[src/rtl/i2cs_defs.svh]
// Function
// - Drive data low before releasing clock line
// - Await clock high, then load and count generator
// - Data low at generator expiry means collision
// - Clock low before data rises means collision
// - Port event bit 7, collision bit 6
// - Collision sets flag, port returns idle
// - Abort releases both lines, clears request bits
// - Stop seen, then request cleared, event flagged
`ifndef I2CS_DEFS_SVH
`define I2CS_DEFS_SVH
// Register byte addresses
`define I2CS_OFF_CTRL   8'h00
`define I2CS_OFF_RELOAD 8'h04
`define I2CS_OFF_STAT   8'h08
`define I2CS_OFF_IFLAG  8'h0C
`define I2CS_OFF_ICLR   8'h10
`define I2CS_OFF_IEN    8'h14
`define I2CS_OFF_IPRI   8'h18
// Control bits
`define I2CS_CTRL_STOP  0
`define I2CS_CTRL_START 1
// Status bits
`define I2CS_STAT_SEEN  0
`define I2CS_STAT_BUSY  1
`define I2CS_STAT_LOCK  2
`define I2CS_STAT_SDA   3
`define I2CS_STAT_SCL   4
// Interrupt layout
`define I2CS_IRQ_PORT   7
`define I2CS_IRQ_COLL   6
`define I2CS_IRQ_MASK   8'hC0
// Reset values and widths
`define I2CS_RELOAD_RST 7'h04
`define I2CS_BRG_ZERO   7'h00
`define I2CS_BRG_ONE    7'h01
`define I2CS_RESP_OK    2'h0
`define I2CS_RESP_ERR   2'h2
`endif

[src/rtl/i2cs_pkg.sv]
`default_nettype none
package i2cs_pkg;
    // Stop sequencer states, one-hot
    typedef enum logic [5:0] {
        ST_IDLE    = 6'h01,
        ST_SDA_LOW = 6'h02,
        ST_SCL_REL = 6'h04,
        ST_HOLD    = 6'h08,
        ST_SDA_REL = 6'h10,
        ST_FINISH  = 6'h20
    } i2cs_state_type;

    // Two-wire line group
    typedef struct packed {
        logic scl;
        logic sda;
    } i2cs_pins_type;

    // Baud generator state
    typedef struct packed {
        logic [6:0] cnt;
        logic       run;
    } i2cs_brg_type;

    // Whole controller state
    typedef struct packed {
        i2cs_state_type state;
        logic           stop_req;
        logic           lock;
        logic           seen;
        logic [6:0]     reload;
        logic [7:0]     iflag;
        logic [7:0]     ien;
        logic [7:0]     ipri;
        logic           irq;
        i2cs_pins_type  pin_o;
        i2cs_pins_type  pin_oe_n;
        logic           aw_got;
        logic [7:0]     awaddr;
        logic           w_got;
        logic [7:0]     wdata;
        logic           wstrb0;
        logic           awready;
        logic           wready;
        logic           bvalid;
        logic [1:0]     bresp;
        logic           arready;
        logic           rvalid;
        logic [31:0]    rdata;
        logic [1:0]     rresp;
    } i2cs_core_type;
endpackage : i2cs_pkg
`default_nettype wire

[src/rtl/i2cs_brg.sv]
`default_nettype none
`include "i2cs_defs.svh"
module i2cs_brg (
    input  wire logic       aclk,
    input  wire logic       aresetn,
    input  wire logic       load,
    input  wire logic [6:0] reload,
    output logic            done,
    output logic            busy
);
    import i2cs_pkg::*;

    i2cs_brg_type brg_ff;  // Counter state
    i2cs_brg_type nxt_brg; // Next counter state

    // Count down from the reload value to zero
    always_comb begin
        nxt_brg = brg_ff;
        if (load) begin
            nxt_brg.cnt = reload;
            nxt_brg.run = 1'b1;
        end else if (brg_ff.run) begin
            if (brg_ff.cnt == `I2CS_BRG_ZERO) begin
                nxt_brg.run = 1'b0;
            end else begin
                nxt_brg.cnt = brg_ff.cnt - `I2CS_BRG_ONE;
            end
        end
    end

    // Expiry pulse lasts one cycle
    assign done = brg_ff.run && (brg_ff.cnt == `I2CS_BRG_ZERO);
    assign busy = brg_ff.run;

    // Register the state
    always_ff @(posedge aclk) begin
        if (!aresetn) begin
            brg_ff <= '0;
        end else begin
            brg_ff <= nxt_brg;
        end
    end
endmodule : i2cs_brg
`default_nettype wire

[src/rtl/i2cs_stop_ctl.sv]
`default_nettype none
`include "i2cs_defs.svh"
module i2cs_stop_ctl (
    input  wire logic             aclk,
    input  wire logic             aresetn,
    input  wire logic [7:0]       s_axi_awaddr,
    input  wire logic             s_axi_awvalid,
    output logic                  s_axi_awready,
    input  wire logic [31:0]      s_axi_wdata,
    input  wire logic [3:0]       s_axi_wstrb,
    input  wire logic             s_axi_wvalid,
    output logic                  s_axi_wready,
    output logic [1:0]            s_axi_bresp,
    output logic                  s_axi_bvalid,
    input  wire logic             s_axi_bready,
    input  wire logic [7:0]       s_axi_araddr,
    input  wire logic             s_axi_arvalid,
    output logic                  s_axi_arready,
    output logic [31:0]           s_axi_rdata,
    output logic [1:0]            s_axi_rresp,
    output logic                  s_axi_rvalid,
    input  wire logic             s_axi_rready,
    input  wire i2cs_pkg::i2cs_pins_type pin_i,
    output i2cs_pkg::i2cs_pins_type      pin_o,
    output i2cs_pkg::i2cs_pins_type      pin_oe_n,
    output logic                  irq
);
    import i2cs_pkg::*;

    i2cs_core_type core_ff;  // All state
    i2cs_core_type nxt_core; // Next state
    logic          brg_load; // Restart baud generator
    logic          brg_done; // Generator expired
    logic          brg_busy; // Generator counting

    // Reset image: lines released, idle
    localparam i2cs_core_type CORE_RST = '{
        state:    ST_IDLE,
        reload:   `I2CS_RELOAD_RST,
        pin_oe_n: '{scl: 1'b1, sda: 1'b1},
        default:  '0
    };

    // Address is one of ours
    function automatic logic is_mapped(input logic [7:0] a);
        is_mapped = (a == `I2CS_OFF_CTRL)  || (a == `I2CS_OFF_RELOAD) ||
                    (a == `I2CS_OFF_STAT)  || (a == `I2CS_OFF_IFLAG)  ||
                    (a == `I2CS_OFF_ICLR)  || (a == `I2CS_OFF_IEN)    ||
                    (a == `I2CS_OFF_IPRI);
    endfunction : is_mapped

    // Read value of a register
    function automatic logic [31:0] rd_value(input logic [7:0]    a,
                                             input i2cs_core_type c,
                                             input i2cs_pins_type p);
        rd_value = 32'h0;
        case (a)
            `I2CS_OFF_CTRL: begin
                rd_value[`I2CS_CTRL_STOP] = c.stop_req;
            end
            `I2CS_OFF_RELOAD: begin
                rd_value[6:0] = c.reload;
            end
            `I2CS_OFF_STAT: begin
                rd_value[`I2CS_STAT_SEEN] = c.seen;
                rd_value[`I2CS_STAT_BUSY] = (c.state != ST_IDLE);
                rd_value[`I2CS_STAT_LOCK] = c.lock;
                rd_value[`I2CS_STAT_SDA]  = p.sda;
                rd_value[`I2CS_STAT_SCL]  = p.scl;
            end
            `I2CS_OFF_IFLAG: begin
                rd_value[7:0] = c.iflag;
            end
            `I2CS_OFF_IEN: begin
                rd_value[7:0] = c.ien;
            end
            `I2CS_OFF_IPRI: begin
                rd_value[7:0] = c.ipri;
            end
            // Clear register and holes read zero
            default: begin
                rd_value = 32'h0;
            end
        endcase
    endfunction : rd_value

    // Generator timing the hold, data-release and finish phases
    i2cs_brg u_brg (
        .aclk    (aclk),
        .aresetn (aresetn),
        .load    (brg_load),
        .reload  (core_ff.reload),
        .done    (brg_done),
        .busy    (brg_busy)
    );

    // Next-state logic: bus slave, registers, sequencer
    always_comb begin
        logic          wr_fire; // Both write halves held
        logic          coll;    // Collision this cycle
        logic [7:0]    clr;     // Software clear mask
        nxt_core = core_ff;
        brg_load = 1'b0;
        coll     = 1'b0;
        clr      = 8'h00;
        wr_fire  = 1'b0;

        // Write address channel
        if (s_axi_awvalid && core_ff.awready) begin
            nxt_core.aw_got = 1'b1;
            nxt_core.awaddr = s_axi_awaddr;
        end
        // Write data channel, only the low lane matters
        if (s_axi_wvalid && core_ff.wready) begin
            nxt_core.w_got  = 1'b1;
            nxt_core.wdata  = s_axi_wdata[7:0];
            nxt_core.wstrb0 = s_axi_wstrb[0];
        end
        // Response retires
        if (core_ff.bvalid && s_axi_bready) begin
            nxt_core.bvalid = 1'b0;
        end

        // Perform a write once both halves are in
        if (core_ff.aw_got && core_ff.w_got && !core_ff.bvalid) begin
            wr_fire         = core_ff.wstrb0;
            nxt_core.aw_got = 1'b0;
            nxt_core.w_got  = 1'b0;
            nxt_core.bvalid = 1'b1;
            nxt_core.bresp  = is_mapped(core_ff.awaddr) ?
                              `I2CS_RESP_OK : `I2CS_RESP_ERR;
        end
        if (wr_fire) begin
            case (core_ff.awaddr)
                `I2CS_OFF_CTRL: begin
                    // Start request lifts the post-collision lock
                    if (core_ff.wdata[`I2CS_CTRL_START]) begin
                        nxt_core.lock = 1'b0;
                    end
                    // Stop taken only when idle and unlocked
                    if (core_ff.wdata[`I2CS_CTRL_STOP] &&
                        core_ff.state == ST_IDLE && !core_ff.lock) begin
                        nxt_core.stop_req = 1'b1;
                    end
                end
                `I2CS_OFF_RELOAD: begin
                    nxt_core.reload = core_ff.wdata[6:0];
                end
                `I2CS_OFF_ICLR: begin
                    clr = core_ff.wdata & `I2CS_IRQ_MASK;
                end
                `I2CS_OFF_IEN: begin
                    nxt_core.ien = core_ff.wdata & `I2CS_IRQ_MASK;
                end
                `I2CS_OFF_IPRI: begin
                    nxt_core.ipri = core_ff.wdata & `I2CS_IRQ_MASK;
                end
                // Read-only or unmapped: no effect
                default: begin
                end
            endcase
        end
        // Clear first so a same-cycle event wins
        nxt_core.iflag = core_ff.iflag & ~clr;

        // Read channel: one read in flight
        if (core_ff.rvalid && s_axi_rready) begin
            nxt_core.rvalid = 1'b0;
        end
        if (s_axi_arvalid && core_ff.arready) begin
            nxt_core.rvalid = 1'b1;
            nxt_core.rdata  = rd_value(s_axi_araddr, core_ff, pin_i);
            nxt_core.rresp  = is_mapped(s_axi_araddr) ?
                              `I2CS_RESP_OK : `I2CS_RESP_ERR;
        end

        // Stop sequencer
        unique case (core_ff.state)
            ST_IDLE: begin
                if (core_ff.stop_req) begin
                    // Pull data low, pull clock low too
                    nxt_core.seen         = 1'b0;
                    nxt_core.pin_oe_n.sda = 1'b0;
                    nxt_core.pin_oe_n.scl = 1'b0;
                    nxt_core.state        = ST_SDA_LOW;
                end
            end
            ST_SDA_LOW: begin
                // Clock freed only once data is seen low
                if (!pin_i.sda) begin
                    nxt_core.pin_oe_n.scl = 1'b1;
                    nxt_core.state        = ST_SCL_REL;
                end
            end
            ST_SCL_REL: begin
                // Stretching: wait as long as the clock is held
                if (pin_i.scl) begin
                    brg_load       = 1'b1;
                    nxt_core.state = ST_HOLD;
                end
            end
            ST_HOLD: begin
                if (!pin_i.scl) begin
                    coll = 1'b1;
                end else if (brg_done) begin
                    // Let data float and time one period
                    nxt_core.pin_oe_n.sda = 1'b1;
                    brg_load              = 1'b1;
                    nxt_core.state        = ST_SDA_REL;
                end
            end
            ST_SDA_REL: begin
                if (!pin_i.scl && !pin_i.sda) begin
                    coll = 1'b1;
                end else if (brg_done) begin
                    if (!pin_i.sda) begin
                        coll = 1'b1;
                    end else if (pin_i.scl) begin
                        nxt_core.seen  = 1'b1;
                        brg_load       = 1'b1;
                        nxt_core.state = ST_FINISH;
                    end else begin
                        coll = 1'b1;
                    end
                end
            end
            ST_FINISH: begin
                // One more period, then report completion
                if (brg_done) begin
                    nxt_core.stop_req                = 1'b0;
                    nxt_core.iflag[`I2CS_IRQ_PORT]   = 1'b1;
                    nxt_core.state                   = ST_IDLE;
                end
            end
            default: begin
                // Illegal code: fall back to idle, lines released
                nxt_core.state        = ST_IDLE;
                nxt_core.pin_oe_n.sda = 1'b1;
                nxt_core.pin_oe_n.scl = 1'b1;
            end
        endcase

        // Collision abort wins over any step above
        if (coll) begin
            nxt_core.iflag[`I2CS_IRQ_COLL] = 1'b1;
            nxt_core.state                 = ST_IDLE;
            nxt_core.pin_oe_n.sda          = 1'b1;
            nxt_core.pin_oe_n.scl          = 1'b1;
            nxt_core.stop_req              = 1'b0;
            nxt_core.lock                  = 1'b1;
        end

        // Lines are open drain: value is always low
        nxt_core.pin_o   = '0;
        // Ready flags computed ahead so outputs are flops
        nxt_core.awready = !nxt_core.aw_got && !nxt_core.bvalid;
        nxt_core.wready  = !nxt_core.w_got && !nxt_core.bvalid;
        nxt_core.arready = !nxt_core.rvalid;
        // Level interrupt from enabled sticky flags
        nxt_core.irq     = |(nxt_core.iflag & nxt_core.ien);
    end

    // Register the whole state
    always_ff @(posedge aclk) begin
        if (!aresetn) begin
            core_ff <= CORE_RST;
        end else begin
            core_ff <= nxt_core;
        end
    end

    // Outputs straight from flops
    assign s_axi_awready = core_ff.awready;
    assign s_axi_wready  = core_ff.wready;
    assign s_axi_bvalid  = core_ff.bvalid;
    assign s_axi_bresp   = core_ff.bresp;
    assign s_axi_arready = core_ff.arready;
    assign s_axi_rvalid  = core_ff.rvalid;
    assign s_axi_rdata   = core_ff.rdata;
    assign s_axi_rresp   = core_ff.rresp;
    assign pin_o         = core_ff.pin_o;
    assign pin_oe_n      = core_ff.pin_oe_n;
    assign irq           = core_ff.irq;
endmodule : i2cs_stop_ctl
`default_nettype wire

[config.mk]
export PLATFORM = sky130hd
export DESIGN_NAME = i2cs_stop_ctl
export DESIGN_NICKNAME = d
export VERILOG_FILES = /design/src/rtl/i2cs_pkg.sv /design/src/rtl/i2cs_brg.sv /design/src/rtl/i2cs_stop_ctl.sv
export VERILOG_INCLUDE_DIRS = /design/src /design/src/rtl
export SDC_FILE = /design/constraint.sdc
export NUM_CORES = 1
export LEC_CHECK = 0
export BUFFER_PORTS_ARGS = -buffer_cell sky130_fd_sc_hd__buf_2
export CORE_MARGIN = 2
export CORE_UTILIZATION = 45
export CTS_CLUSTER_SIZE = 14
export DETAILED_ROUTE_END_ITERATION = 6
export GPL_ROUTABILITY_DRIVEN = 0
export GPL_TIMING_DRIVEN = 1
export HOLD_SLACK_MARGIN = 0.03
export PLACE_DENSITY = 0.77
export SYNTH_ARGS = -nofsm -noshare
export SYNTH_HDL_FRONTEND = slang
export SYNTH_SLANG_ARGS = --single-unit
[constraint.sdc]
create_clock -name aclk -period 2.5 [get_ports aclk]
set_input_delay 0.125 -clock aclk [delete_from_list [all_inputs] [get_ports aclk]]
set_output_delay 0.125 -clock aclk [all_outputs]
set_load 0.01 [all_outputs]
==> flow_summary.json, run 1 <==
{
  "start_util_pct": 46.6,
  "die_w_um": 93.5,
  "critPathLaunchType": "register",
  "synth_cell_type_count": 59,
  "wl_per_cell_um": 13.0,
  "power_mw": 2.18,
  "power_density_mw_per_mm2": 548,
  "synth.most_common_cell": "dfxtp_1",
  "grt_usage_pct": 18.3,
  "ioPinCount": 107,
  "max_slew_margin_pct": 51.0,
  "hold_viol": 0,
  "io_buffers": 51,
  "syn2layout_area_growth_pct": 10.7,
  "holdPathStages": 3,
  "setup_violations": 0,
  "die_y_um": 93.5,
  "nets": 540,
  "synthXorXnorAreaFrac_pct": 1.46,
  "row_count": 32,
  "period_needed_ns": 2.13,
  "synth_top_family_by_area": "simple AND/OR/NAND/NOR gates",
  "slowest_delay_ns": 0.37,
  "synth_compound_area_share_pct": 19.3,
  "fmax_mhz": 470,
  "critPathTopFamily": "compound AO/OA/AOI/OAI gates",
  "syn_inst": 437,
  "crit_chain": "inv_1, ha_1, nor2b_1, a41oi_1, a2bb2oi_2, nand2_1, a2111o_1",
  "synthMuxAreaShare_pct": 2.22,
  "synth_fa_ha_area_share_pct": 0.694,
  "cts_resized": 0,
  "setup_tns_ns": 0,
  "crit_path_end_kind": "register",
  "layout-drive-gt1-share_pct": 16.4,
  "synth_top_cell_by_area": "dfxtp_1",
  "drt_iter0_drc": 166,
  "syn_area_per_cell_sq_um": 8.25,
  "worst_slew_pin_slew_ns": 0.728,
  "synth-main-ff-cell": "dfxtp_1",
  "status": "finished, final reports clean",
  "drv_slew": 0,
  "hold_path_class": "input port to register",
  "drtAntennaViolNets": 0,
  "cap_viol_max_count": 0,
  "cp.arrival_ns": 2.37,
  "htree_num_levels": 3,
  "reg2reg_depth": 7,
  "vias": 3097,
  "vdd_drop_max_uv": 401,
  "synth_top_cells_by_area": "dfxtp_1 (37%), buf_4 (8.5%), nand2_1 (6.8%)",
  "clock_path_buffers": 2,
  "die_area_sq_mm": 0.00874,
  "fin_worst_skew_ns": 0.00783,
  "timing.final.crit_share_pct": 85.2,
  "clk_pin_slew_ns": 0.07,
  "grt_pass1_vias": 2854,
  "path_class": "register to register",
  "synthSimpleGateAreaFrac_pct": 26.1,
  "grt_max_degree": 30,
  "fin_hold_ws_ns": 0.0381,
  "cts_tree": "done",
  "place_hpwl_um": 5540,
  "routed_wl_um": 7570,
  "cts_inserted_buffers": 9,
  "n_antenna_cell": 0,
  "yosysWarnings": 0,
  "worstPathRequired_ns": 2.74,
  "root_buffer": "clkbuf_8",
  "critPathBufInv": 1,
  "cp_max_fo": 7,
  "crit_slowest_cell": "dfxtp_1",
  "synth_common_cells": "dfxtp_1 (67), nand2_1 (65), nand3_1 (42), buf_4 (41), a21boi_0 (32)",
  "first_pass_iters": 4,
  "antenna_found_initial": 0,
  "grt_pass1_wl_um": 12800,
  "fp.coreArea_sq_mm": 0.00773,
  "rsz0062_at_grt": "false",
  "synth_top_area_share_pct": 37.2,
  "ys_seq_elements": 67,
  "syn_area_sq_mm": 0.00360,
  "vias_per_cell": 5.30,
  "fillers": 716,
  "synth_enable_flop_cells": 0,
  "drc": 0,
  "clock_sinks": 67,
  "async_flop_share_pct": 0,
  "overflow": 0,
  "clk_latency_ns": 0.35,
  "ys_seq_area_share_pct": 37.2,
  "worst-path-stages": 7,
  "p_leak_nw": 1.61
}
## per-layer routing
metal | wire length [um] | global-route usage [%] | part of all wire [%]
met1 | 3340 | 21.9 | 44
met2 | 3730 | 32.1 | 49
met3 | 435 | 6.04 | 5.7
met4 | 71 | 3.55 | 0.94
met5 | 0 | 0 | 0
## power by group
group          switching, mW  total (mW)  internal (mW)  leakage (nW)
clock                  0.430       0.789          0.359        0.0787
sequential            0.0347        1.13           1.10         0.543
combinational          0.150       0.263          0.113         0.988
## cell type report
class	instances	area [sq um]	area share [%]
well taps	102	128	3.20
repair buffers	67	408	10.2
clock inverters	6	41.3	1.04
flip-flops and latches	67	1340	33.6
clock buffers	10	128	3.20
multi-input cells	321	1900	47.7
inverters	11	41.3	1.04
## final timing paths
path | startpoint | endpoint | slack [ns]
max | u_brg.brg_ff[1] | core_ff[99] | 0.37
min | s_axi_awaddr[4] | core_ff[55] | 0.04
min reg2reg | s_axi_rdata[5] | s_axi_rdata[5] | 0.47
max reg2reg | u_brg.brg_ff[1] | core_ff[99] | 0.37
## kinds of logic after synthesis
group,after synthesis
flops,67
buf+inv,76
other cells,1
fa+ha+maj,2
simple gates,183
xor+xnor,6
mux,8
compound gates,94
## flip-flops by register name (all words and copies together), names as in the netlist
signal,count
core_ff,41
irq,1
pin_oe_n,2
s_axi_arready,1
s_axi_awready,1
s_axi_bresp,1
s_axi_bvalid,1
s_axi_rdata,8
s_axi_rresp,1
s_axi_rvalid,1
s_axi_wready,1
u_brg.brg_ff,7
u_brg.busy,1
## tightest hold or removal path, cell delays in order
cell and delay (ns):
buf_2 0.10, nand3_1 0.05, a21boi_0 0.07
## stage by stage
stage	worst slack (ns)	utilization (%)	area, sq um	instances
2_1_floorplan	0.590	-	3700	464
3_3_place_gp	0.456	47.7	3690	555
3_5_place_dp	0.394	47.7	3690	555
4_1_cts	0.383	51.6	3990	584
5_1_grt	0.170	51.6	3990	584
6_report	0.370	51.6	3990	584
## cell usage in the layout, fill, tap and decap left out, types with 2 or more instances in the layout
| master | netlist | layout |
|---|---|---|
| a21boi_0 | 32 | 32 |
| a21boi_1 | 2 | 2 |
| a21o_1 | 3 | 3 |
| a21oi_1 | 11 | 11 |
| a22o_1 | 4 | 4 |
| a22oi_1 | 4 | 4 |
| a31oi_1 | 4 | 4 |
| a32oi_1 | 2 | 2 |
| a41oi_1 | 2 | 2 |
| and2_1 | 5 | 5 |
| and3_1 | 4 | 4 |
| buf_2 | 1 | 51 |
| buf_4 | 41 | 3 |
| clkbuf_8 | 0 | 9 |
| clkinv_2 | 0 | 2 |
| clkinvlp_4 | 0 | 3 |
| conb_1 | 1 | 28 |
| dfxtp_1 | 67 | 67 |
| dlygate4sd3_1 | 0 | 13 |
| ha_1 | 2 | 2 |
| inv_1 | 11 | 11 |
| mux2i_1 | 8 | 8 |
| nand2_1 | 65 | 65 |
| nand2b_1 | 7 | 7 |
| nand3_1 | 42 | 42 |
| nand3b_1 | 3 | 3 |
| nand4_1 | 3 | 3 |
| nor2_1 | 17 | 17 |
| nor2b_1 | 11 | 11 |
| nor3_1 | 7 | 7 |
| nor3_2 | 2 | 2 |
| nor3b_1 | 3 | 3 |
| nor4b_1 | 3 | 3 |
| o211a_1 | 4 | 4 |
| o21ai_0 | 8 | 8 |
| o21ai_1 | 4 | 4 |
| o22ai_1 | 2 | 2 |
| or3_1 | 2 | 2 |
| or4_4 | 2 | 2 |
| xnor2_1 | 5 | 5 |
## what timing repair did
action,CTS,global route
endpoints found under the hold margin,13,0
hold buffers,13,0
buffers inserted,0,0
(Power assumes the default switching activity.)
==> run 2, diff against run 1 <==
Settings changed: BUFFER_PORTS_ARGS -buffer_cell sky130_fd_sc_hd__buf_2 to not set, DONT_BUFFER_PORTS set to 1, PLACE_DENSITY 0.77 to 0.66, REMOVE_ABC_BUFFERS set to 1.
==> run 2 against run 1 <==
  * Clock power is 29% higher
  * Wire length grew 0.96%
  * Global-route usage decreased by 0.13 points
  * Core utilization shrank 1.1 points
  * Final cell count fell by 7.0%
  * Sequential power about the same
  * First-iteration DRC count is 13% lower
  * Critical path type unchanged
  * Largest power group unchanged
  * Highest routed layer unchanged
==> flow_summary.json, run 2 (synthesized netlist as in run 1, its figures left out) <==
{
  "fin_worst_skew_ns": 0.00676,
  "cp.arrival_ns": 2.35,
  "vias": 2924,
  "clock_sinks": 67,
  "reg2reg_depth": 7,
  "cp_max_fo": 7,
  "critPathTopFamily": "simple AND/OR/NAND/NOR gates",
  "holdPathStages": 3,
  "clock_path_buffers": 2,
  "io_buffers": 0,
  "grt_pass1_vias": 2683,
  "placed_cells": 503,
  "critPathLaunchType": "register",
  "first_pass_iters": 4,
  "final_cell_mix": "dfxtp_1 (67), nand2_1 (65), nand3_1 (42)",
  "fin_cells": 543,
  "r2r-start": "u_brg.brg_ff[1]",
  "final_common_cell": "dfxtp_1",
  "grt_usage_pct": 18.2,
  "wl_per_cell_um": 14.1,
  "drv_slew": 0,
  "overflow": 0,
  "htree_num_levels": 3,
  "largest_reg_flops": 41,
  "nets": 499,
  "antenna_found_initial": 0,
  "grt_pass1_wl_um": 12600,
  "p_leak_nw": 1.47,
  "fp.coreArea_sq_mm": 0.00773,
  "clk_latency_ns": 0.34,
  "cap_viol_max_count": 0,
  "cts_resized": 0,
  "die_w_um": 93.5,
  "vias_per_cell": 5.38,
  "n_antenna_cell": 0,
  "setup_ws_ns": 0.424,
  "ioPinCount": 107,
  "root_buffer": "clkbuf_8",
  "rrSetupSlack_ns": 0.42,
  "layout-drive-gt1-share_pct": 6.35,
  "timing.final.crit_share_pct": 83.1,
  "power_density_mw_per_mm2": 611,
  "period_needed_ns": 2.08,
  "final_util_pct": 50.5,
  "hold_path_class": "input port to register",
  "grt_max_degree": 65,
  "row_count": 32,
  "cts_inserted_buffers": 9,
  "setup_violations": 0,
  "slowest_delay_ns": 0.45,
  "status": "finished, final reports clean",
  "crit_chain": "inv_1, ha_1, nor2b_1, nand4_2, a221oi_2, o21a_2, mux2i_1",
  "worstPathRequired_ns": 2.78,
  "setup_tns_ns": 0,
  "fin_hold_ws_ns": 0.0528,
  "critPathBufInv": 1,
  "crit_slowest_cell": "nor2b_1",
  "fmax_mhz": 482,
  "hold_viol": 0,
  "start_util_pct": 46.6,
  "hp-start": "s_axi_araddr[4]",
  "finalInstanceArea_sq_mm": 0.00390,
  "power_mw": 2.38,
  "syn2layout_area_growth_pct": 8.33,
  "cts_tree": "done",
  "place_hpwl_um": 5240,
  "crit_path_end_kind": "register",
  "drtAntennaViolNets": 0,
  "vdd_drop_max_uv": 374,
  "rr_endpoint": "core_ff[104]",
  "drt_iter0_drc": 144,
  "rsz0062_at_grt": "false",
  "worst_slew_pin_slew_ns": 0.796,
  "clk_pin_slew_ns": 0.07,
  "drc": 0,
  "die_area_sq_mm": 0.00874,
  "whs_endpoint": "s_axi_rdata[2]",
  "regMostFlops": "core_ff",
  "max_slew_margin_pct": 46.5,
  "routed_wl_um": 7650,
  "die_y_um": 93.5,
  "dp_slack_ns": 0.464,
  "path_class": "register to register",
  "placed_area_sq_mm": 0.00343
}
[run 2: cell types whose count changed in the layout (fill, tap and decap cells not counted), moves of 2 or more]
| cell | delta |
|---|---|
| bufinv_16 | +2 |
| clkinvlp_4 | -2 |
| dlygate4sd3_1 | +10 |
| buf_2 | -51 |
| clkbuf_8 | +2 |
[run 2: worst max-delay path by stage]
| stage | cells after the start | startpoint | slack [ns] | end |
|---|---|---|---|---|
| floorplan | 4 | core_ff[51] | 0.54 | core_ff[91] |
| global placement | 4 | core_ff[101] | 0.44 | core_ff[96] |
| detailed placement | 7 | u_brg.brg_ff[1] | 0.46 | core_ff[104] |
| CTS | 7 | u_brg.brg_ff[1] | 0.42 | core_ff[104] |
| global route | 4 | core_ff[103] | 0.24 | u_brg.brg_ff[3] |
| finish | 7 | u_brg.brg_ff[1] | 0.42 | core_ff[104] |
[run 2: worst min-delay path, delay by kind of cell]
family             cells  cell delay, ns
and+or+nand+nor        2            0.16
AOI/OAI and AO/OA      1            0.07
[run 2: where the power goes]
group	leakage [nW]	internal [mW]	switching, mW
clock network	0.113	0.615	0.403
logic	0.814	0.101	0.128
registers	0.543	1.10	0.0392
[run 2: cell type report]
class | instances | area, sq um
clock inverters | 4 | 72.6
repair buffers | 26 | 265
flip-flops and latches | 67 | 1340
well taps | 102 | 128
multi-input cells | 321 | 1900
clock buffers | 12 | 155
fillers | 721 | 3820
inverters | 11 | 41.3
[run 2: timing repair]
item | in CTS | in global routing
hold buffers | 24 | 0
setup buffers | 0 | 0
endpoints found under the hold margin | 61 | 0
[run 2: per-layer routing]
| metal | GRT usage (%) | routed length [um] | vias up |
|---|---|---|---|
| met3 | 4.75 | 403 | 14 |
| met4 | 5.39 | 86 | 0 |
| met2 | 32.1 | 3820 | 88 |
| met1 | 21.5 | 3330 | 1364 |
| met5 | 0 | 0 | - |
| li1 | - | - | 1458 |
